## config.mk

```make
export PLATFORM = sky130hd
export DESIGN_NAME = spms_port
export DESIGN_NICKNAME = d
export VERILOG_FILES = /design/src/spms_pkg.sv /design/src/spms_stream_if.sv /design/src/spms_port.sv /design/src/spms_fifo.sv /design/src/spms_rate_gen.sv
export SDC_FILE = /design/constraint.sdc
export NUM_CORES = 1
export LEC_CHECK = 0
export ABC_AREA = 1
export BUFFER_PORTS_ARGS = -buffer_cell sky130_fd_sc_hd__buf_2
export CAP_MARGIN = 20
export CORE_MARGIN = 1
export CORE_UTILIZATION = 30
export DETAILED_ROUTE_END_ITERATION = 8
export MAX_ROUTING_LAYER = met4
export PLACE_DENSITY = 0.43
export SLEW_MARGIN = 5
export SYNTH_ARGS = -nofsm -noshare
export SYNTH_HDL_FRONTEND = slang
export SYNTH_SLANG_ARGS = --single-unit
export TNS_END_PERCENT = 100
```

## constraint.sdc

```tcl
create_clock -name CORE_CLK_I -period 4.79 [get_ports CORE_CLK_I]
set_clock_uncertainty 0.2 [all_clocks]
set_input_delay 0.479 -clock CORE_CLK_I [delete_from_list [all_inputs] [get_ports CORE_CLK_I]]
set_output_delay 0.479 -clock CORE_CLK_I [all_outputs]
set_load 0.05 [all_outputs]
```

## src/spms_pkg.sv

```systemverilog
// Constants shared by the serial port blocks
package spms_pkg;
   // Control register bit positions
   localparam int unsigned CTL_IRQ_EN_BIT   = 7;
   localparam int unsigned CTL_ENABLE_BIT   = 6;
   localparam int unsigned CTL_RATE2_BIT    = 5;
   localparam int unsigned CTL_MASTER_BIT   = 4;
   localparam int unsigned CTL_POL_BIT      = 3;
   localparam int unsigned CTL_PHASE_BIT    = 2;
   localparam int unsigned CTL_RATE1_BIT    = 1;
   localparam int unsigned CTL_RATE0_BIT    = 0;
   localparam logic [7:0]  CTL_RESET        = 8'h00;
   // Control/status register bit positions
   localparam int unsigned CSR_DONE_BIT     = 7;
   localparam int unsigned CSR_WRITE_COLLISION_FLAG_BIT     = 6;
   localparam int unsigned CSR_OVR_BIT      = 5;
   localparam int unsigned CSR_MODE_FAULT_FLAG_BIT     = 4;
   localparam int unsigned CSR_OUT_DIS_BIT  = 2;
   localparam int unsigned CSR_SW_SEL_BIT   = 1;
   localparam int unsigned CSR_SW_LVL_BIT   = 0;
   localparam logic [7:0]  CSR_RESET        = 8'h00;
   localparam logic [7:0]  CSR_SW_MASK      = 8'h07;
   // Half periods of the master clock, in core cycles
   localparam logic [6:0]  HALF_DIV4        = 7'h02;
   localparam logic [6:0]  HALF_DIV8        = 7'h04;
   localparam logic [6:0]  HALF_DIV16       = 7'h08;
   localparam logic [6:0]  HALF_DIV32       = 7'h10;
   localparam logic [6:0]  HALF_DIV64       = 7'h20;
   localparam logic [6:0]  HALF_DIV128      = 7'h40;
   localparam int unsigned DATA_WIDTH       = 8;
   localparam int unsigned RX_FIFO_DEPTH    = 32;
   localparam logic [2:0]  LAST_BIT         = 3'h7;
   localparam logic [7:0]  DATA_RESET       = 8'h00;

   typedef enum logic [1:0] {M_IDLE, M_WAIT, M_RUN} spms_mstate_type;

   // Rate select {r2,r1,r0} to half period; unlisted codes take the slowest rate
   function automatic logic [6:0] half_period(input logic [2:0] rate);
      unique case (rate)
         3'b100:  half_period = HALF_DIV4;
         3'b000:  half_period = HALF_DIV8;
         3'b001:  half_period = HALF_DIV16;
         3'b110:  half_period = HALF_DIV32;
         3'b010:  half_period = HALF_DIV64;
         default: half_period = HALF_DIV128;
      endcase
   endfunction : half_period
endpackage : spms_pkg

```

## src/spms_stream_if.sv

```systemverilog
// Valid/ready byte stream between the port and its buffer
`timescale 1ns/1ps
interface spms_stream_if #(parameter int WIDTH = 8);
   logic [WIDTH-1:0] data;
   logic             valid;
   logic             ready;
   modport src (output data, output valid, input ready);
   modport snk (input data, input valid, output ready);
endinterface : spms_stream_if

```

## src/spms_port.sv

```systemverilog
// Byte-wide serial peripheral port, master or slave
// How it works
// - Master drives SCK at programmed rate, idle level and phase.
// - Master and enable bits cleared whenever effective select is low in master role.
// - Master data write loads shift register, sends MSB first on MOSI.
// - Byte end sets done flag; interrupt when enabled and CPU mask clear.
// - Done flag clears after status access while set, then data access.
// - Data writes ignored while done flag set until status read.
// - Slave takes SCK in; data write loads byte for MISO, MSB first.
// - Slave transfer starts on master's clock with first bit on MOSI.
// - Polarity and phase pick one of four capture edge timings.
// - Select low in master sets mode fault, drops enable and master.
// - Mode fault clears on status read while set then control write.
// - Enable and master cannot be set while mode fault, except clearing write.
// - Byte done while flag set: overrun, keep first byte, clear on status read.
// - Data write during transfer discarded, sets collision flag, no interrupt.
// - Received bytes go to a buffer read without touching the shifter.
// - Wait mode runs normally; done, overrun or mode fault wakes the processor when interrupts are enabled.
// - Halt freezes registers except on mode fault; received bytes still set the done flag for wake-up.
// - Rate bits divide core clock by 4 to 128 in master role.
// - Phase 0 captures on first transition, phase 1 on second.
// - Polarity 0 idles SCK low, polarity 1 idles high.
// - Software select management replaces pin with software level.
`timescale 1ns/1ps
module spms_port #(
   parameter int FIFO_DEPTH = spms_pkg::RX_FIFO_DEPTH
) (
   input  wire logic       CORE_CLK_I,
   input  wire logic       ARST_N_I,
   input  wire logic       CTRL_WR_I,
   input  wire logic [7:0] CTRL_WDATA_I,
   input  wire logic       CSR_RD_I,
   input  wire logic       CSR_WR_I,
   input  wire logic [7:0] CSR_WDATA_I,
   input  wire logic       DATA_RD_I,
   input  wire logic       DATA_WR_I,
   input  wire logic [7:0] DATA_WDATA_I,
   input  wire logic       CPU_IRQ_MASK_I,
   input  wire logic       WAIT_MODE_I,
   input  wire logic       HALT_MODE_I,
   input  wire logic       SCK_I,
   input  wire logic       MOSI_I,
   input  wire logic       MISO_I,
   input  wire logic       SEL_N_I,
   input  wire logic       RX_READY_I,
   output logic [7:0]      CTRL_O,
   output logic [7:0]      CSR_O,
   output logic [7:0]      DATA_RDATA_O,
   output logic            IRQ_O,
   output logic            WAKE_O,
   output logic            SCK_O,
   output logic            SCK_OE_O,
   output logic            MOSI_O,
   output logic            MOSI_OE_O,
   output logic            MISO_O,
   output logic            MISO_OE_O,
   output logic [7:0]      RX_DATA_O,
   output logic            RX_VALID_O
);
   logic [7:0]                serial_control_reg;
   logic [7:0]                ctrl_next;
   logic [2:0]                sw_bits_reg;
   logic                      transfer_complete_flag;
   logic                      write_collision_flag;
   logic                      overrun_flag;
   logic                      mode_fault_flag;
   logic                      done_armed_reg;
   logic                      done_rd_reg;
   logic                      mode_fault_flag_armed_reg;
   logic                      write_collision_flag_armed_reg;
   logic [7:0]                serial_data_reg;
   logic [7:0]                shift_reg;
   logic                      out_bit_reg;
   logic                      cap_bit_reg;
   logic [2:0]                bit_cnt_reg;
   logic                      sck_lvl_reg;
   logic                      sck_norm_prev_reg;
   logic                      slave_busy_reg;
   spms_pkg::spms_mstate_type mstate_reg;

   logic       peripheral_enable;
   logic       master_select;
   logic       serial_interrupt_enable;
   logic       clock_polarity;
   logic       clock_phase;
   logic [2:0] rate_select;
   logic       select_software_management;
   logic       select_software_level;
   logic       out_disable;
   logic       sel_n;
   logic       is_master;
   logic       is_slave;
   logic       sck_norm;
   logic       tick;
   logic       lead;
   logic       trail;
   logic       din;
   logic       byte_done;
   logic [7:0] rx_byte;
   logic       busy;
   logic       sw_ok;
   logic       data_acc;
   logic       wr_blocked;
   logic       wr_load;
   logic       fault;

   spms_stream_if #(.WIDTH(spms_pkg::DATA_WIDTH)) rx_in ();
   spms_stream_if #(.WIDTH(spms_pkg::DATA_WIDTH)) rx_out ();

   assign peripheral_enable          = serial_control_reg[spms_pkg::CTL_ENABLE_BIT];
   assign master_select              = serial_control_reg[spms_pkg::CTL_MASTER_BIT];
   assign serial_interrupt_enable    = serial_control_reg[spms_pkg::CTL_IRQ_EN_BIT];
   assign clock_polarity             = serial_control_reg[spms_pkg::CTL_POL_BIT];
   assign clock_phase                = serial_control_reg[spms_pkg::CTL_PHASE_BIT];
   assign rate_select                = {serial_control_reg[spms_pkg::CTL_RATE2_BIT],
                                        serial_control_reg[spms_pkg::CTL_RATE1_BIT],
                                        serial_control_reg[spms_pkg::CTL_RATE0_BIT]};
   assign select_software_management = sw_bits_reg[spms_pkg::CSR_SW_SEL_BIT];
   assign select_software_level      = sw_bits_reg[spms_pkg::CSR_SW_LVL_BIT];
   assign out_disable                = sw_bits_reg[spms_pkg::CSR_OUT_DIS_BIT];

   // Effective select level
   assign sel_n     = select_software_management ? select_software_level : SEL_N_I;
   assign is_master = peripheral_enable & master_select;
   assign is_slave  = peripheral_enable & ~master_select;
   // Software strobes are dropped while halted so the registers stay frozen
   assign sw_ok     = ~HALT_MODE_I;
   assign fault     = is_master & ~sel_n;

   // Clock edges: leading is the first transition away from idle
   assign sck_norm = SCK_I ^ clock_polarity;
   assign lead  = is_master ? (tick & ~sck_lvl_reg & (mstate_reg == spms_pkg::M_RUN))
                            : (is_slave & ~sel_n & sck_norm & ~sck_norm_prev_reg);
   assign trail = is_master ? (tick & sck_lvl_reg & (mstate_reg == spms_pkg::M_RUN))
                            : (is_slave & ~sel_n & ~sck_norm & sck_norm_prev_reg);
   assign din   = is_master ? MISO_I : MOSI_I;
   assign byte_done = trail & (bit_cnt_reg == spms_pkg::LAST_BIT);
   assign rx_byte   = {shift_reg[6:0], clock_phase ? din : cap_bit_reg};

   // Phase 0 slave with select low is mid-byte: a write would collide
   assign busy = (mstate_reg != spms_pkg::M_IDLE) | slave_busy_reg
               | (is_slave & ~clock_phase & ~sel_n);
   assign data_acc   = sw_ok & (DATA_RD_I | DATA_WR_I);
   assign wr_blocked = transfer_complete_flag & ~done_rd_reg;
   assign wr_load    = sw_ok & DATA_WR_I & peripheral_enable & ~wr_blocked & ~busy;

   spms_rate_gen u_rate (
      .clk_i    (CORE_CLK_I),
      .arst_n_i (ARST_N_I),
      .run_i    ((mstate_reg == spms_pkg::M_RUN) & ~HALT_MODE_I),
      .half_i   (spms_pkg::half_period(rate_select)),
      .tick_o   (tick)
   );

   // Every byte with buffer room also leaves as a stream (a slave byte is dropped when full); a full buffer holds the master back
   assign rx_in.data   = rx_byte;
   assign rx_in.valid  = byte_done;
   assign rx_out.ready = RX_READY_I;
   assign RX_DATA_O    = rx_out.data;
   assign RX_VALID_O   = rx_out.valid;

   spms_fifo #(
      .WIDTH (spms_pkg::DATA_WIDTH),
      .DEPTH (FIFO_DEPTH)
   ) u_fifo (
      .clk_i    (CORE_CLK_I),
      .arst_n_i (ARST_N_I),
      .in_s     (rx_in),
      .out_s    (rx_out)
   );

   // Control write: enable and master refused while a fault is pending
   always_comb
   begin
      ctrl_next = CTRL_WDATA_I;
      if (mode_fault_flag && !mode_fault_flag_armed_reg)
      begin
         ctrl_next[spms_pkg::CTL_ENABLE_BIT] = peripheral_enable
                                             & CTRL_WDATA_I[spms_pkg::CTL_ENABLE_BIT];
         ctrl_next[spms_pkg::CTL_MASTER_BIT] = master_select
                                             & CTRL_WDATA_I[spms_pkg::CTL_MASTER_BIT];
      end
   end

   always_ff @(posedge CORE_CLK_I or negedge ARST_N_I)
   begin
      if (!ARST_N_I)
         serial_control_reg <= spms_pkg::CTL_RESET;
      else if (fault)
      begin
         serial_control_reg[spms_pkg::CTL_ENABLE_BIT] <= 1'b0;
         serial_control_reg[spms_pkg::CTL_MASTER_BIT] <= 1'b0;
      end
      else if (sw_ok && CTRL_WR_I)
         serial_control_reg <= ctrl_next;
   end

   always_ff @(posedge CORE_CLK_I or negedge ARST_N_I)
   begin
      if (!ARST_N_I)
         sw_bits_reg <= spms_pkg::CSR_RESET[2:0];
      else if (sw_ok && CSR_WR_I)
         sw_bits_reg <= CSR_WDATA_I[2:0] & spms_pkg::CSR_SW_MASK[2:0];
   end

   // Done flag and its two-step clear; a new byte end wins over the clear
   always_ff @(posedge CORE_CLK_I or negedge ARST_N_I)
   begin
      if (!ARST_N_I)
      begin
         transfer_complete_flag <= 1'b0;
         done_armed_reg         <= 1'b0;
         done_rd_reg            <= 1'b0;
      end
      else if (byte_done)
      begin
         transfer_complete_flag <= 1'b1;
         if (!transfer_complete_flag)
         begin
            done_armed_reg <= 1'b0;
            done_rd_reg    <= 1'b0;
         end
      end
      else if (transfer_complete_flag)
      begin
         if (data_acc && done_armed_reg)
         begin
            transfer_complete_flag <= 1'b0;
            done_armed_reg         <= 1'b0;
            done_rd_reg            <= 1'b0;
         end
         else if (sw_ok && (CSR_RD_I || CSR_WR_I))
         begin
            done_armed_reg <= 1'b1;
            if (CSR_RD_I)
               done_rd_reg <= 1'b1;
         end
      end
   end

   // Overrun: only a status read clears it
   always_ff @(posedge CORE_CLK_I or negedge ARST_N_I)
   begin
      if (!ARST_N_I)
         overrun_flag <= 1'b0;
      else if (byte_done && transfer_complete_flag)
         overrun_flag <= 1'b1;
      else if (sw_ok && CSR_RD_I)
         overrun_flag <= 1'b0;
   end

   // Mode fault: status read while set, then control write
   always_ff @(posedge CORE_CLK_I or negedge ARST_N_I)
   begin
      if (!ARST_N_I)
      begin
         mode_fault_flag <= 1'b0;
         mode_fault_flag_armed_reg  <= 1'b0;
      end
      else if (fault)
      begin
         mode_fault_flag <= 1'b1;
         mode_fault_flag_armed_reg  <= 1'b0;
      end
      else if (mode_fault_flag && sw_ok)
      begin
         if (CTRL_WR_I && mode_fault_flag_armed_reg)
         begin
            mode_fault_flag <= 1'b0;
            mode_fault_flag_armed_reg  <= 1'b0;
         end
         else if (CSR_RD_I)
            mode_fault_flag_armed_reg <= 1'b1;
      end
   end

   // Collision: status read, then data access
   always_ff @(posedge CORE_CLK_I or negedge ARST_N_I)
   begin
      if (!ARST_N_I)
      begin
         write_collision_flag <= 1'b0;
         write_collision_flag_armed_reg       <= 1'b0;
      end
      else if (sw_ok && DATA_WR_I && busy)
      begin
         write_collision_flag <= 1'b1;
         write_collision_flag_armed_reg       <= 1'b0;
      end
      else if (write_collision_flag && sw_ok)
      begin
         if (data_acc && write_collision_flag_armed_reg)
         begin
            write_collision_flag <= 1'b0;
            write_collision_flag_armed_reg       <= 1'b0;
         end
         else if (CSR_RD_I)
            write_collision_flag_armed_reg <= 1'b1;
      end
   end

   // Receive buffer keeps the first byte after the flag was cleared
   always_ff @(posedge CORE_CLK_I or negedge ARST_N_I)
   begin
      if (!ARST_N_I)
         serial_data_reg <= spms_pkg::DATA_RESET;
      else if (byte_done && !transfer_complete_flag)
         serial_data_reg <= rx_byte;
   end

   // Master sequencer; waits for buffer room so no byte is dropped
   always_ff @(posedge CORE_CLK_I or negedge ARST_N_I)
   begin
      if (!ARST_N_I)
         mstate_reg <= spms_pkg::M_IDLE;
      else if (!is_master)
         mstate_reg <= spms_pkg::M_IDLE;
      else
      begin
         unique case (mstate_reg)
            spms_pkg::M_IDLE:
               if (wr_load)
                  mstate_reg <= spms_pkg::M_WAIT;
            spms_pkg::M_WAIT:
               if (rx_in.ready && !HALT_MODE_I)
                  mstate_reg <= spms_pkg::M_RUN;
            spms_pkg::M_RUN:
               if (byte_done)
                  mstate_reg <= spms_pkg::M_IDLE;
         endcase
      end
   end

   // Normalised master clock level, 0 = idle
   always_ff @(posedge CORE_CLK_I or negedge ARST_N_I)
   begin
      if (!ARST_N_I)
         sck_lvl_reg <= 1'b0;
      else if (mstate_reg != spms_pkg::M_RUN)
         sck_lvl_reg <= 1'b0;
      else if (tick)
         sck_lvl_reg <= ~sck_lvl_reg;
   end

   always_ff @(posedge CORE_CLK_I or negedge ARST_N_I)
   begin
      if (!ARST_N_I)
         sck_norm_prev_reg <= 1'b0;
      else
         sck_norm_prev_reg <= sck_norm;
   end

   // Slave is busy from its first clock edge to the byte end
   always_ff @(posedge CORE_CLK_I or negedge ARST_N_I)
   begin
      if (!ARST_N_I)
         slave_busy_reg <= 1'b0;
      else if (!is_slave || sel_n || byte_done)
         slave_busy_reg <= 1'b0;
      else if (lead)
         slave_busy_reg <= 1'b1;
   end

   // Shifter: phase 0 captures on leading, shifts on trailing;
   // phase 1 drives on leading, captures and shifts on trailing
   always_ff @(posedge CORE_CLK_I or negedge ARST_N_I)
   begin
      if (!ARST_N_I)
      begin
         shift_reg   <= spms_pkg::DATA_RESET;
         out_bit_reg <= 1'b0;
         cap_bit_reg <= 1'b0;
         bit_cnt_reg <= '0;
      end
      else if (wr_load)
      begin
         shift_reg   <= DATA_WDATA_I;
         out_bit_reg <= DATA_WDATA_I[7];
         bit_cnt_reg <= '0;
      end
      else if (!peripheral_enable || (is_slave && sel_n && !clock_phase))
         bit_cnt_reg <= '0;
      else if (lead)
      begin
         if (!clock_phase)
            cap_bit_reg <= din;
         else
            out_bit_reg <= shift_reg[7];
      end
      else if (trail)
      begin
         shift_reg   <= rx_byte;
         bit_cnt_reg <= bit_cnt_reg + 3'h1;
         if (!clock_phase)
            out_bit_reg <= shift_reg[6];
      end
   end

   // Pins, status and requests
   assign SCK_O     = sck_lvl_reg ^ clock_polarity;
   assign SCK_OE_O  = is_master;
   assign MOSI_O    = out_bit_reg;
   assign MOSI_OE_O = is_master & ~out_disable;
   assign MISO_O    = out_bit_reg;
   assign MISO_OE_O = is_slave & ~out_disable & ~sel_n;

   assign CTRL_O       = serial_control_reg;
   assign CSR_O        = {transfer_complete_flag, write_collision_flag, overrun_flag,
                          mode_fault_flag, 1'b0, sw_bits_reg};
   assign DATA_RDATA_O = serial_data_reg;
   // Collision is status only and raises nothing
   assign IRQ_O  = serial_interrupt_enable & ~CPU_IRQ_MASK_I
                 & (transfer_complete_flag | overrun_flag | mode_fault_flag);
   // Only the done event can end a halt
   assign WAKE_O = serial_interrupt_enable
                 & (HALT_MODE_I ? transfer_complete_flag
                                : (WAIT_MODE_I & (transfer_complete_flag | overrun_flag
                                                  | mode_fault_flag)));
endmodule : spms_port

```

## src/spms_fifo.sv

```systemverilog
// Synchronous FIFO for received bytes
`timescale 1ns/1ps
module spms_fifo #(
   parameter int WIDTH = 8,
   parameter int DEPTH = 32
) (
   input  wire logic  clk_i,
   input  wire logic  arst_n_i,
   spms_stream_if.snk in_s,
   spms_stream_if.src out_s
);
   localparam int AW = $clog2(DEPTH);

   logic [WIDTH-1:0] mem_reg [DEPTH];
   logic [AW-1:0]    wr_ptr_reg;
   logic [AW-1:0]    rd_ptr_reg;
   logic [AW:0]      count_reg;
   logic             push;
   logic             pop;

   assign in_s.ready  = (count_reg != (AW+1)'(DEPTH));
   assign out_s.valid = (count_reg != '0);
   assign out_s.data  = mem_reg[rd_ptr_reg];
   assign push        = in_s.valid & in_s.ready;
   assign pop         = out_s.valid & out_s.ready;

   always_ff @(posedge clk_i)
   begin
      if (push)
         mem_reg[wr_ptr_reg] <= in_s.data;
   end

   always_ff @(posedge clk_i or negedge arst_n_i)
   begin
      if (!arst_n_i)
      begin
         wr_ptr_reg <= '0;
         rd_ptr_reg <= '0;
         count_reg  <= '0;
      end
      else
      begin
         if (push)
            wr_ptr_reg <= (wr_ptr_reg == AW'(DEPTH-1)) ? '0 : wr_ptr_reg + 1'b1;
         if (pop)
            rd_ptr_reg <= (rd_ptr_reg == AW'(DEPTH-1)) ? '0 : rd_ptr_reg + 1'b1;
         if (push && !pop)
            count_reg <= count_reg + 1'b1;
         else if (pop && !push)
            count_reg <= count_reg - 1'b1;
      end
   end
endmodule : spms_fifo

```

## src/spms_rate_gen.sv

```systemverilog
// Half-period tick generator for the master serial clock
`timescale 1ns/1ps
module spms_rate_gen (
   input  wire logic       clk_i,
   input  wire logic       arst_n_i,
   input  wire logic       run_i,
   input  wire logic [6:0] half_i,
   output logic            tick_o
);
   logic [6:0] cnt_reg;

   assign tick_o = run_i && (cnt_reg == half_i - 7'h01);

   always_ff @(posedge clk_i or negedge arst_n_i)
   begin
      if (!arst_n_i)
         cnt_reg <= '0;
      else if (!run_i || tick_o)
         cnt_reg <= '0;
      else
         cnt_reg <= cnt_reg + 7'h01;
   end
endmodule : spms_rate_gen

```

### Yosys cells after proc, flatten, opt, wreduce, memory -nomap -nowiden

Memories as Yosys holds them, arrays and structs flattened.
Index checks and enable logic that the tools add are counted.
Widths: inputs -> output; s select.

* reductions and logical operators: 67
* muxes and demuxes: 69
* order comparisons: 0
* shift operators: 0
* divide/modulo/power cells: 0
* bitwise logic cells: 55
* equal/unequal tests: 21
* $add $sub $neg: 7
* $mul: 0

Operators by type and width (count)
* $mux 1: 49
* $pmux 7 s5: 1
* $and 1x1->1: 33
* $mux 8: 4
* $reduce_bool 2->1: 12
* $logic_and 1x1->1: 20
* $reduce_bool 3->1: 6
* $not 1->1: 15
* $mux 7: 2
* $mux 3: 4
* $mux 6: 2
* $reduce_and 2->1: 6
* $reduce_and 4->1: 3
* $add 5x1->5 const B: 2
* $eq 5x5->1 const B: 2
* $mux 5: 2
* $eq 3x3->1 const B: 3
* $logic_not 1->1: 9
* $ne 3x3->1 const B: 3
* $reduce_and 3->1: 3
* $mux 2: 4
* $add 7x1->7 const B: 1
* $eq 7x7->1: 1
* $sub 7x1->7 const B: 1
* other kinds (19): 31

* memory bits (read-only): 0
* RAM bits: 256
* register bits: 68
* latch bits: 0
* output and inout bits: 41
* memories: 1

Memory list
* u_fifo.mem_reg: words 32, bits a word 8, read ports 1, clocked after Yosys merged registers in 0, wr ports 1, RTL line spms_fifo.sv:14 `logic [WIDTH-1:0] mem_reg [DEPTH];`

### Depth between registers and ports, before layout

Gate-level depths: netlist of run 1.

* depth in word-level cells: 14
* depth in mapped cells: 26

### By module

Synthesis of run 1 repeated with hierarchy kept, for this count alone.

* cells, all modules: 1555
* area, all modules: 15014.4 µm²

By module, submodules not included
* spms_fifo: cells each 1156, seq. area each 8087.8 µm², area an instance 11945.2 µm², times used 1
* spms_port: cells each 303, seq. area each 1126.1 µm², area an instance 2472.4 µm², times used 1
* spms_rate_gen: cells each 96, seq. area each 175.2 µm², area an instance 596.8 µm², times used 1

### Worst setup path after synthesis of run 1

Ideal clock, no wire load.

* path kind: register -> register
* from: register serial_control_reg[0] (netlist: CTRL_O[0])
* to: register u_fifo.count_reg[5]
* cell stages (with the launch flop): 24
* data arrival time: 3.590 ns
* clock period less this slack: 3.916 ns
* setup slack: 0.874 ns
* path buffers: 1
* path through: dfrtp_1 -> inv_1 -> nand3_1 -> ha_1 -> xor2_1 -> nand3_1 -> nor2_1 -> nand4_1 -> nand2_2 -> nand2_4 -> nor2_4 -> buf_4 -> ha_1 -> inv_1 -> ha_1 -> nand2_1 -> nand2_1 -> a31oi_1 -> or2_2 -> nand2_1 -> a21oi_1 -> xor2_1 -> nand2_1 -> o21ai_0

* word-level cells in the longest chain between the ends: 13
* elaborated cells between the ends (all ways): 19
* those cells by class: add/sub (1); eq/ne (5); mux (3); bitwise (4); reduce/logical (6)

RTL lines
* from (decl): RTL line spms_port.sv:60 `logic [7:0] serial_control_reg;`
* from (signal assigned): RTL line spms_port.sv:188 `serial_control_reg <= spms_pkg::CTL_RESET;`
* from (signal assigned): RTL line spms_port.sv:195 `serial_control_reg <= ctrl_next;`
* $eq 3x2->1 (tied with other cells): RTL line spms_pkg.sv:39 `unique case (rate)`
* $pmux 7 s5 *: RTL line spms_pkg.sv:39
* $sub 7x1->7 *: RTL line spms_rate_gen.sv:12 `assign tick_o = run_i && (cnt_reg == half_i - 7'h01);`
* $eq 7x7->1 *: RTL line spms_rate_gen.sv:12
* $logic_and 1x1->1 *: RTL line spms_rate_gen.sv:12
* $and 1x1->1 * (2 in a row): RTL line spms_port.sv:134 `assign trail = is_master ? (tick & sck_lvl_reg & (mstate_reg == spms_pkg::M_RUN))`
* $mux 1 *: RTL line spms_port.sv:134
* $and 1x1->1 *: RTL line spms_port.sv:137 `assign byte_done = trail & (bit_cnt_reg == spms_pkg::LAST_BIT);`
* $and 1x1->1 *: RTL line spms_fifo.sv:24 `assign push = in_s.valid & in_s.ready;`
* via u_fifo.push: RTL line spms_fifo.sv:18 `logic push;`
* $logic_not 1->1: RTL line spms_fifo.sv:49 `else if (pop && !push)`
* $logic_and 1x1->1: RTL line spms_fifo.sv:49
* $reduce_bool 2->1 (no source line)
* to (signal assigned): RTL line spms_fifo.sv:48 `count_reg <= count_reg + 1'b1;`
* to (signal assigned): RTL line spms_fifo.sv:50 `count_reg <= count_reg - 1'b1;`
* to (decl): RTL line spms_fifo.sv:17 `logic [AW:0] count_reg;`

The timed path passes the listed nets; every way through them passes the cells marked *.
A chain may end at the register's enable or synchronous reset.

### Worst setup path in the final report of run 1

* from: register serial_control_reg[5] (netlist: CTRL_O[5])
* to: register u_fifo.count_reg[5]

* word-level cells in the longest chain between the ends: 13
* elaborated cells between the ends (all ways): 19
* those cells by class: add/sub (1); eq/ne (5); mux (3); bitwise (4); reduce/logical (6)

RTL lines (RTL line)
* $eq 3x2->1 (tied with other cells): spms_pkg.sv:39
* $pmux 7 s5 *: spms_pkg.sv:39
* $sub 7x1->7 *: spms_rate_gen.sv:12
* $eq 7x7->1 *: spms_rate_gen.sv:12
* $logic_and 1x1->1 *: spms_rate_gen.sv:12
* $and 1x1->1 * (2 in a row): spms_port.sv:134
* $mux 1 *: spms_port.sv:134
* $and 1x1->1 *: spms_port.sv:137
* $and 1x1->1 *: spms_fifo.sv:24
* $logic_not 1->1: spms_fifo.sv:49
* $logic_and 1x1->1: spms_fifo.sv:49
* $reduce_bool 2->1 (no source line)

Mark *: on every way between the ends. The rest lies on a longest branch, timed or not.

==> run metrics, run 1 <==
Post-CTS Hold Fix Bufs=13; Worst Reg-to-Reg Cells=22; die area=46,800 µm²; total power draw=around 9600 µW; IO Count=80; initial antenna violation count=2; FF+latch count, synth=324; unrepaired setup endpoints after global routing=false; H-tree Lvls=2; die height=216 µm; pwr dens=587 nW/µm²; Synth area leaders=edfxtp_1 (56%), dfrtp_1 (12%), o21ai_0 (6.8%), nor2_1 (6.0%), o22ai_1 (3.6%); Post-DP HPWL=around 22 mm; slew margin rel.=0.315; post-synth top area share=0.558; commonest non-fill, non-tap cell in the layout=edfxtp_1; drc violations=0; die width=216 µm; cell area after synthesis=13,800 µm²; Area after DPL=14,900 µm²; HP Class=input port to flip-flop; R2R Path End=u_fifo.count_reg[5]; fmax=about 240 MHz; gr busiest metal=met2; Reg-to-Reg Start=CTRL_O[5]; asr flop ratio synth=0.210; fin crit share=0.869; Vias=slightly above 9,000; CP startpoint=CTRL_O[5]; number of global-route vias before repair=slightly above 9,000; cts repair resizes=0; Final Slew Violations=0; average size of a mapped cell=11.4 µm²; Util after Layout=0.361; CP Data Required Time=5.07 ns; post-synthesis sequential area ratio=0.682; Leak Pwr=0.00619 µW; hold_ws=0.0341 ns; Syn Inst Count=approximately 1,200; post-synthesis xor/xnor area fraction=0.00636; clk root buf=clkbuf_16; layout cells sized above 1=0.139; Worst path slowest cell=dfrtp_1; cell area after layout=16,300 µm²; CORE AREA=45,300 µm²; critical path capture point type=flip-flop; CP Cell Sequence=nor2_1 -> nand2_1 -> ha_1 -> xor2_1 -> nand3_1 -> nor2_1 -> nand4_1 -> nand2_2 -> nand2_4 -> nor2_4 -> ha_1 -> inv_1 -> ha_1 -> nand2_1 -> nand2_1 -> a31oi_1 -> or2_2 -> nand2_1 -> a21oi_1 -> xor2_1 -> nand2_1 -> o21ai_0; postcts setup bufs=0; Initial Util=0.304; CTS clk-pin slew, worst paths=approximately 0.060 ns; met3 usage=0.0342; Largest register FFs=256; post-synthesis mux area share=0.0133; crit path DAT=4.44 ns; Top FF cell, synth=edfxtp_1; worst stage delay on the critical path=between 0.4 and 0.5 ns; global routing met1 resource utilization=0.222; min Tclk post-route=4.16 ns; slew of the pin with the lowest slew margin=1.02 ns; Synth area leader=edfxtp_1; Rows=78; largest net degree at the start of global routing=69; critical path launch point type=flip-flop; Synthesis Warnings=0; CTS tree=yes; area delta synth->final=18.7%; Clock Latency Late Sink=0.56 ns; number of vias per cell=about 4.8; syn_nets=1,273; cts bufs inserted=40; Most common cell on crit path=nand2_1; Nets=1,374; GRT Util Overall=0.161; CP max FO=15; total gr overflow=0; Setup TNS Final=0 ns; global-route wire length before repair=~56 mm; Port Buffer Count=73; max_cap viols=0; status=finished, final reports clean; Post-synth EDFFs=256; commonest cells after routing, fill and taps aside=edfxtp_1 (256), nor2_1 (221), o21ai_0 (187); Final ANT Viol Nets=0; Synth Area in Simple Gates=0.119; IR drop worst, VDD=around 580 µV; Post-Synth Adder-Cell Area=0.0214; distinct cell type count after synthesis=40; CTS Buffer Depth=3; routing usage on met2=0.240; Post-Route WL=36.1 mm; Setup-failing EPs final=0; DR WL/cell=18.5 µm; CTS sink cnt=roughly 320; flop2flop setup slack=0.63 ns; Setup crit end=u_fifo.count_reg[5]; First-pass DRT Iterations=5; GPL Wtd Cong=0.778; main combinational cell family by area after synthesis=compound AO/OA/AOI/OAI gates; Final Hold Fails=0; Synth Area in Compound Gates=0.121; DR iter-0 viols=about 560; Crit Path Class=flip-flop to flip-flop
## worst min-delay path by stage
stage	startpoint	to	slack, ns	cells past startpoint
global placement	cap_bit_reg	cap_bit_reg	0.27	2
finish	DATA_WDATA_I[1]	shift_reg[1]	0.03	3
detailed placement	cap_bit_reg	cap_bit_reg	0.28	2
global route	SCK_I	sck_norm_prev_reg	0.009	3
CTS	DATA_WDATA_I[1]	shift_reg[1]	0.007	3
floorplan	ARST_N_I	CTRL_O[0]	-0.02	0
## layer usage
metal	wire length [µm]	up-vias
met5	0	-
met4	718	0
met3	1730	51
met2	16300	197
met1	17400	4522
li1	-	4527
## final cells by class
type	count	area, µm²
sequential	324	9390
multi-input combinational	762	3880
timing repair buffer	123	776
clock buffer	51	1080
clock inverter	23	223
tap	600	751
antenna	2	5.00
inverter	61	230
fill	4548	28900
## kinds of logic (layout without fill, tap and decap cells)
| family | count (synthesis) | after routing |
|---|---|---|
| xor gates and xnor gates | 10 | 10 |
| muxes | 17 | 17 |
| buffers and inverters | 125 | 258 |
| other | 1 | 3 |
| DFF | 324 | 324 |
| AOI/OAI and AO/OA | 307 | 307 |
| and+or+nand+nor | 404 | 404 |
| adders and majority gates | 23 | 23 |
## metrics by stage
stage / worst slack, ns / instances
global route: 0.150 / 1946
detailed placement: 0.662 / 1857
CTS: 0.554 / 1944
floorplan: 0.874 / 1211
global placement: 0.721 / 1857
finish: 0.629 / 1946
## synthesized netlist by cell type (all sizes together) (10+ instances only)
cell / count
a21oi: 22
buf: 16
clkbuf: 48
dfrtp: 68
edfxtp: 256
ha: 22
inv: 58
mux2: 10
nand2: 122
nand3: 36
nor2: 222
nor3: 12
o21ai: 190
o22ai: 80
## report_power, final
group          internal, µW  total, µW  switching, µW
registers              3390       3640            254
clock network          1820       3020           1200
logic                   772       2930           2160
total                  5980       9590           3610
## critical path: cells and delay by family, from the launching register on
| kind | cells | cell delay (ns) |
|---|---|---|
| xor+xnor | 2 | 0.31 |
| buf+inv | 1 | 0.13 |
| compound gates | 3 | 0.40 |
| fa+ha+maj | 3 | 0.91 |
| flops | 1 | 0.45 |
| simple gates | 13 | 1.68 |
Note: power is estimated with default switching activity, not from simulation.
==> run 2, diff against run 1 <==
Settings changed: MAX_ROUTING_LAYER met4 to not set, PLACE_DENSITY 0.43 to not set, PLACE_DENSITY_LB_ADDON set to 0.3.
==> run 2 against run 1 <==
Via count about the same. Register-to-register slack better by 0.05 ns. Critical endpoint is now RX_DATA_O[5]. Sequential power about the same. Non-clock buffer count down 17. Highest routed layer is now met5. Combinational power down 1%. Total power down 5.0%. First-iteration DRC count up 13%. Global-route usage down 1.7 points. Die area unchanged.
==> run metrics, run 2 (same netlist as run 1, synthesis figures left out) <==
CORE AREA=45,300 µm² (unchanged); DR WL/cell=17.6 µm (-5.2%); Leak Pwr=0.00601 µW (-3.0%); cell area after layout=16,000 µm² (-2.1%); CP startpoint=u_fifo.rd_ptr_reg[0]; Initial Util=0.304 (unchanged); IR drop worst, VDD=342 µV (-41%); die width=216 µm (unchanged); critical path capture point type=output port; flop2flop setup slack=0.68 ns (+0.05 ns); First-pass DRT Iterations=5 (unchanged); final setup margin=0.541 ns (-0.0884 ns); global-route wire length before repair=52.4 mm (-6.0%); Reg-to-Reg Start=CTRL_O[0]; Reg power frac=0.397 (+0.017); CTS Buffer Depth=3 (unchanged); H-tree Lvls=2 (unchanged); CTS clk-pin slew, worst paths=0.06 ns (about the same); layout cells sized above 1=0.128 (-0.0108); cts bufs inserted=35 (-13%); Clock Power Share=0.286 (-0.029); min Tclk post-route=4.25 ns (+0.0884 ns); Comb power frac=0.317 (+0.012); DR iter-0 viols=627 (+13%); largest net degree at the start of global routing=131 (+90%); total gr overflow=0 (unchanged); Setup TNS Final=0 ns (unchanged); postcts setup bufs=0 (unchanged); hold_ws=0.0273 ns (-0.00680 ns); Worst Reg-to-Reg Cells=22 (unchanged); max_cap viols=0 (unchanged); Clock Latency Late Sink=0.53 ns (-0.03 ns); critical path launch point type=flip-flop; post-placement worst setup slack=0.723 ns (+0.0612 ns); Storage cell area=9390 µm² (unchanged); Post-CTS Hold Fix Bufs=9 (-4); IO Count=80 (unchanged); slew margin rel.=0.331 (+0.0159); Final Hold Fails=0 (unchanged); Area after DPL=14,800 µm² (-0.57%); Rows=78 (unchanged); commonest non-fill, non-tap cell in the layout=edfxtp_1; CTS sink cnt=324 (unchanged); CP max FO=72 (+57); total power draw=9120 µW (-5.0%); status=finished, final reports clean; commonest cells after routing, fill and taps aside=edfxtp_1 (256), nor2_1 (221), o21ai_0 (187); Vias=9,299 (+0.022%); FILL cells=4,471 (-1.7%); CTS tree=yes; unrepaired setup endpoints after global routing=false; area delta synth->final=16.2%; R2R Path End=u_fifo.count_reg[5]; Sw Ratio=0.380 (+0.00331); slew of the pin with the lowest slew margin=0.998 ns (-0.0238 ns); number of global-route vias before repair=9,082 (+0.055%); CP Data Required Time=4.11 ns (-0.96 ns); fmax=235 MHz (-2.1%); pwr dens=570 nW/µm² (-3.0%); switching pwr=3460 µW (-4.1%); # diodes=0 (-2); cts repair resizes=0 (unchanged); die area=46,800 µm² (unchanged); clk root buf=clkbuf_16; Post-Route WL=33.7 mm (-6.6%); initial antenna violation count=1 (-1); Worst path top cell family by delay=buffers and inverters; Post-DP HPWL=20.8 mm (-6.1%); worst stage delay on the critical path=0.63 ns (+0.18 ns); die height=216 µm (unchanged); instance count on the critical path=10 (-55%); Port Buffer Count=73 (unchanged); Final ANT Viol Nets=0 (unchanged); CP Cell Sequence=clkinv_2 -> buf_4 -> buf_4 -> nor2_1 -> o22ai_1 -> o21ai_0 -> o22ai_1 -> nand2_1 -> nand2_1 -> buf_2; GRT Util Overall=0.144 (-0.0170); fin crit share=0.887 (+0.0185); CP Buf/Inv Count=4 (+3); drc violations=0 (unchanged); Final Slew Violations=0 (unchanged); Nets=1,352 (-1.6%); Largest register FFs=256 (unchanged); Setup-failing EPs final=0 (unchanged); area taken by multi-input logic gates=3880 µm² (unchanged); GPL Wtd Cong=0.791 (+1.6%); Setup crit end=RX_DATA_O[5]; Crit Path Class=flip-flop to output port; number of vias per cell=4.85 (+1.5%); HP Class=input port to flip-flop; crit path DAT=3.57 ns (-0.87 ns); P_int=5660 µW (-5.5%); Worst path slowest cell=buf_4
run 2: cell types whose count changed in the layout (fill, tap and decap cells not counted), sizes merged:
cell,change
clkbuf,-1
clkinv,-9
diode,-2
inv,+2
buf,-13
dlygate4sd3,-4
clkinvlp,+1
bufinv,-3
run 2: area by class of cell:
class | count | area share
clock inverters | 14 | 0.00719
clock buffers | 50 | 0.0614
inverters | 61 | 0.0144
repair buffers | 106 | 0.0407
flip-flops and latches | 324 | 0.587
multi-input cells | 762 | 0.242
well taps | 600 | 0.0469
run 2: per-layer routing:
layer | wire [µm] | global-route usage | vias to the layer above | share of wire
li1 | - | - | 4480 | -
met1 | 15700 | 0.202 | 4573 | 0.47
met2 | 15800 | 0.232 | 193 | 0.47
met3 | 1520 | 0.0220 | 51 | 0.045
met4 | 670 | 0.0401 | 2 | 0.020
met5 | 13 | 0 | - | 0.00039
run 2: worst min-delay path by stage:
stage                                from            to  slack [ns]  cells past startpoint
after floorplan                  ARST_N_I     CTRL_O[0]       -0.02                      0
after global placement        cap_bit_reg   cap_bit_reg        0.27                      2
after detailed placement     shift_reg[7]  shift_reg[7]        0.28                      2
after CTS                 CTRL_WDATA_I[4]     CTRL_O[4]       0.005                      3
after global routing      CTRL_WDATA_I[4]     CTRL_O[4]        0.04                      3
final                     CTRL_WDATA_I[4]     CTRL_O[4]        0.03                      3
run 2: through the flow:
step,util,instances
floorplan,-,1211
global placement,0.327,1844
detailed placement,0.327,1844
CTS,0.353,1917
global route,0.353,1917
finish,0.353,1917
run 2: power groups by stage:
stage               Combinational (µW)  Sequential [µW]  Clock [µW]
finish                            2890             3620        2610
global route                      3190             3650        2750
CTS                               2930             3620        2660
detailed placement                2920             3680           0
global placement                  2900             3680           0
floorplan                         1880             3710           0
run 2: worst min-delay path: stages:
cell and delay, ns:
buf_2 0.09, o21ai_0 0.06, o22ai_1 0.08
==> run 3, diff against run 2 <==
Settings changed: REMOVE_ABC_BUFFERS set to 1, SLEW_MARGIN 5 to 20, SYNTH_HIERARCHICAL set to 1.
==> run 3 against run 2 <==
Global-route usage is 0.25 points higher. Largest cell class unchanged. Count of clock-buffer cells in the layout stayed put. Combinational power is 5% higher. Via count is 14% higher.
==> run metrics, run 3 <==
crit path DAT=4.56 ns (+0.99 ns); DR WL/cell=15.5 µm (-12%); cts repair resizes=0 (unchanged); total power draw=9290 µW (+1.9%); CORE AREA=49,200 µm² (+8.5%); CTS Buffer Depth=3 (unchanged); CTS sink cnt=324 (unchanged); post-synth top area share=0.512 (-0.0462); Crit Path Class=flip-flop to flip-flop; Leak Pwr=0.00755 µW (+26%); Final ANT Viol Nets=0 (unchanged); worst stage delay on the critical path=0.65 ns (+0.02 ns); Sw Ratio=0.388 (+0.00873); global-route wire length before repair=58.1 mm (+11%); Hold EP=sw_bits_reg[1]; Syn Inst Count=1,555 (+28%); total gr overflow=0 (unchanged); Post-Route WL=36.5 mm (+8.3%); CP Data Required Time=4.98 ns (+0.87 ns); IO Count=80 (unchanged); FF+latch count, synth=324 (unchanged); Final Hold Fails=0 (unchanged); slew margin rel.=0.306 (-0.0244); number of global-route vias before repair=10,300 (+13%); Worst Reg-to-Reg Cells=24 (+9.1%); First-pass DRT Iterations=5 (unchanged); CTS tree=yes; critical path capture point type=flip-flop; clk root buf=clkbuf_16; Post-synth top cells=nand2_1 (472), edfxtp_1 (256), inv_1 (203), nand3_1 (190), nor2_1 (76); die area=50,900 µm² (+8.9%); Worst path slowest cell=nor3_1; CP max FO=5 (-93%); initial antenna violation count=1 (unchanged); Final Slew Violations=0 (unchanged); Synth area leaders=edfxtp_1 (51%), nand2_1 (12%), dfrtp_1 (11%), nand3_1 (6.3%), inv_1 (5.1%); commonest cells after routing, fill and taps aside=nand2_1 (472), edfxtp_1 (256), inv_1 (202); Vias=10,600 (+14%); final setup margin=0.425 ns (-0.116 ns); H-tree Lvls=2 (unchanged); IR drop worst, VDD=241 µV (-29%); most common cell in the netlist=nand2_1; asr flop ratio synth=0.210 (unchanged); distinct cell type count after synthesis=48 (+20%); commonest non-fill, non-tap cell in the layout=nand2_1; die height=226 µm (+4.4%); post-placement worst setup slack=0.479 ns (-0.244 ns); Comb power frac=0.326 (+0.009); Setup-failing EPs final=0 (unchanged); P_int=5680 µW (+0.42%); fmax=229 MHz (-2.7%); Nets=1,725 (+28%); R2R Path End=u_fifo/count_reg[3]; Rows=81 (+3.8%); status=finished, final reports clean; CP Cell Sequence=inv_1 -> nor3_1 -> inv_2 -> nand2_1 -> nand2_1 -> nand2_1 -> nand3_1 -> nor2_1 -> nand2_2 -> nor2_1 -> nand4_2 -> nand2_4 -> nand2_2 -> inv_1 -> nand2_1 -> inv_1 -> ha_1 -> inv_1 -> ha_1 -> nand3_1 -> nand3_1 -> or2_2 -> nand3_1 -> o21ai_0; largest net degree at the start of global routing=73 (-44%); CP startpoint=CTRL_O[1]; Clock Latency Late Sink=0.52 ns (about the same); area delta synth->final=15.9%; Port Buffer Count=73 (unchanged); GRT Util Overall=0.147 (+0.00251); Reg-to-Reg Start=CTRL_O[1]; area taken by multi-input logic gates=4460 µm² (+15%); Storage cell area=9400 µm² (about the same); pwr dens=534 nW/µm² (-6.3%); post-synthesis sequential area ratio=0.625 (-0.0564); critical path launch point type=flip-flop; fin crit share=0.911 (+0.0242); die width=226 µm (+4.4%); Area after DPL=16,300 µm² (+9.9%); number of vias per cell=4.50 (-7.1%); Post-DP HPWL=22.3 mm (+7.2%); drc violations=0 (unchanged); GPL Wtd Cong=0.797 (+0.73%); switching pwr=3610 µW (+4.2%); Post-synth EDFFs=256 (unchanged); Synthesis Warnings=6 (+6); unrepaired setup endpoints after global routing=false; CTS clk-pin slew, worst paths=0.06 ns (about the same); cts bufs inserted=36 (+2.9%); DR iter-0 viols=673 (+7.3%); min Tclk post-route=4.37 ns (+0.116 ns); max_cap viols=0 (unchanged); WHS Path Cells=3 (unchanged); flop2flop setup slack=0.42 ns (-0.26 ns); Top FF cell, synth=edfxtp_1; Initial Util=0.305 (+0.00133); min-delay src=CSR_WDATA_I[1]; cell area after synthesis=15,000 µm² (+9.0%); Util after Layout=0.354 (+0.000633); average size of a mapped cell=9.66 µm² (-15%); Synth area leader=edfxtp_1; Clock Power Share=0.272 (-0.014); Largest register FFs=256 (unchanged); layout cells sized above 1=0.122 (-0.00673); HP Class=input port to flip-flop; FILL cells=4,933 (+10%); cell area after layout=17,400 µm² (+8.7%); Reg power frac=0.402 (+0.005); slew of the pin with the lowest slew margin=1.04 ns (+0.0413 ns)
-- run 3: per-stage QoR --
stage,cells,hold WS (ns),setup TNS (ns)
finish,2351,0.0245,0
global route,2350,0.00995,0
CTS,2350,0.00136,0
detailed placement,2280,0.290,0
global placement,2280,0.281,0
floorplan,1492,-0.0166,-4.74
-- run 3: how the worst max path moves through the flow --
stage / cells after the start / end
2_1_floorplan: 8 / RX_DATA_O[0]
3_3_place_gp: 24 / u_fifo/count_reg[3]
3_5_place_dp: 24 / u_fifo/count_reg[3]
4_1_cts: 24 / u_fifo/count_reg[3]
5_1_grt: 24 / u_fifo/count_reg[3]
6_report: 24 / u_fifo/count_reg[3]
-- run 3: power by group through the flow --
stage / Sequential [µW] / Combinational [µW] / Clock [µW]
after floorplan: 3980 / 1770 / 0
after global placement: 3790 / 3030 / 0
after detailed placement: 3800 / 3060 / 0
after CTS: 3740 / 3080 / 2590
after global routing: 3770 / 3390 / 2710
final: 3730 / 3030 / 2520
-- run 3: kinds of logic (layout without fill, tap and decap cells) --
logic type | Yosys count | after routing | synth area share
multiplexers | 2 | 2 | 0.00150
adder cells (fa/ha/maj) | 25 | 25 | 0.0213
AO/OA/AOI/OAI | 101 | 101 | 0.0378
buffers and inverters | 285 | 414 | 0.0783
XOR/XNOR | 13 | 13 | 0.00758
other | 1 | 4 | 0.000250
AND/OR/NAND/NOR | 804 | 804 | 0.228
flip-flops | 324 | 324 | 0.625
-- run 3: area by class of cell --
cell class	instances	share of cell area
Sequential cell	324	0.540
Clock buffer	50	0.0566
Inverter	220	0.0480
Clock inverter	13	0.00338
Timing Repair Buffer	131	0.0479
Tap cell	664	0.0477
Antenna cell	1	0.000144
Multi-Input combinational cell	948	0.256
-- run 3: critical path: cells and delay by family, from the launching register on --
family	cells	cell delay [ns]
AND/OR/NAND/NOR	16	2.47
adder cells (fa/ha/maj)	2	0.57
flip-flops	1	0.41
AO/OA/AOI/OAI	1	0.07
buffers and inverters	5	0.53
-- run 3: repair_timing --
item                                   CTS  global route
setup buffers                            0             0
endpoints found under the hold margin   74             0
hold buffers                             7             0
-- run 3: routing by layer --
layer  GRT usage  routed length (µm)  part of all wire  vias to the layer above
met1       0.203               17100              0.47                     5037
met3      0.0251                1700             0.047                       52
met4      0.0465                 897             0.025                        2
met2       0.232               16800              0.46                      211
met5           0                   8           0.00022                        -
li1            -                   -                 -                     5287
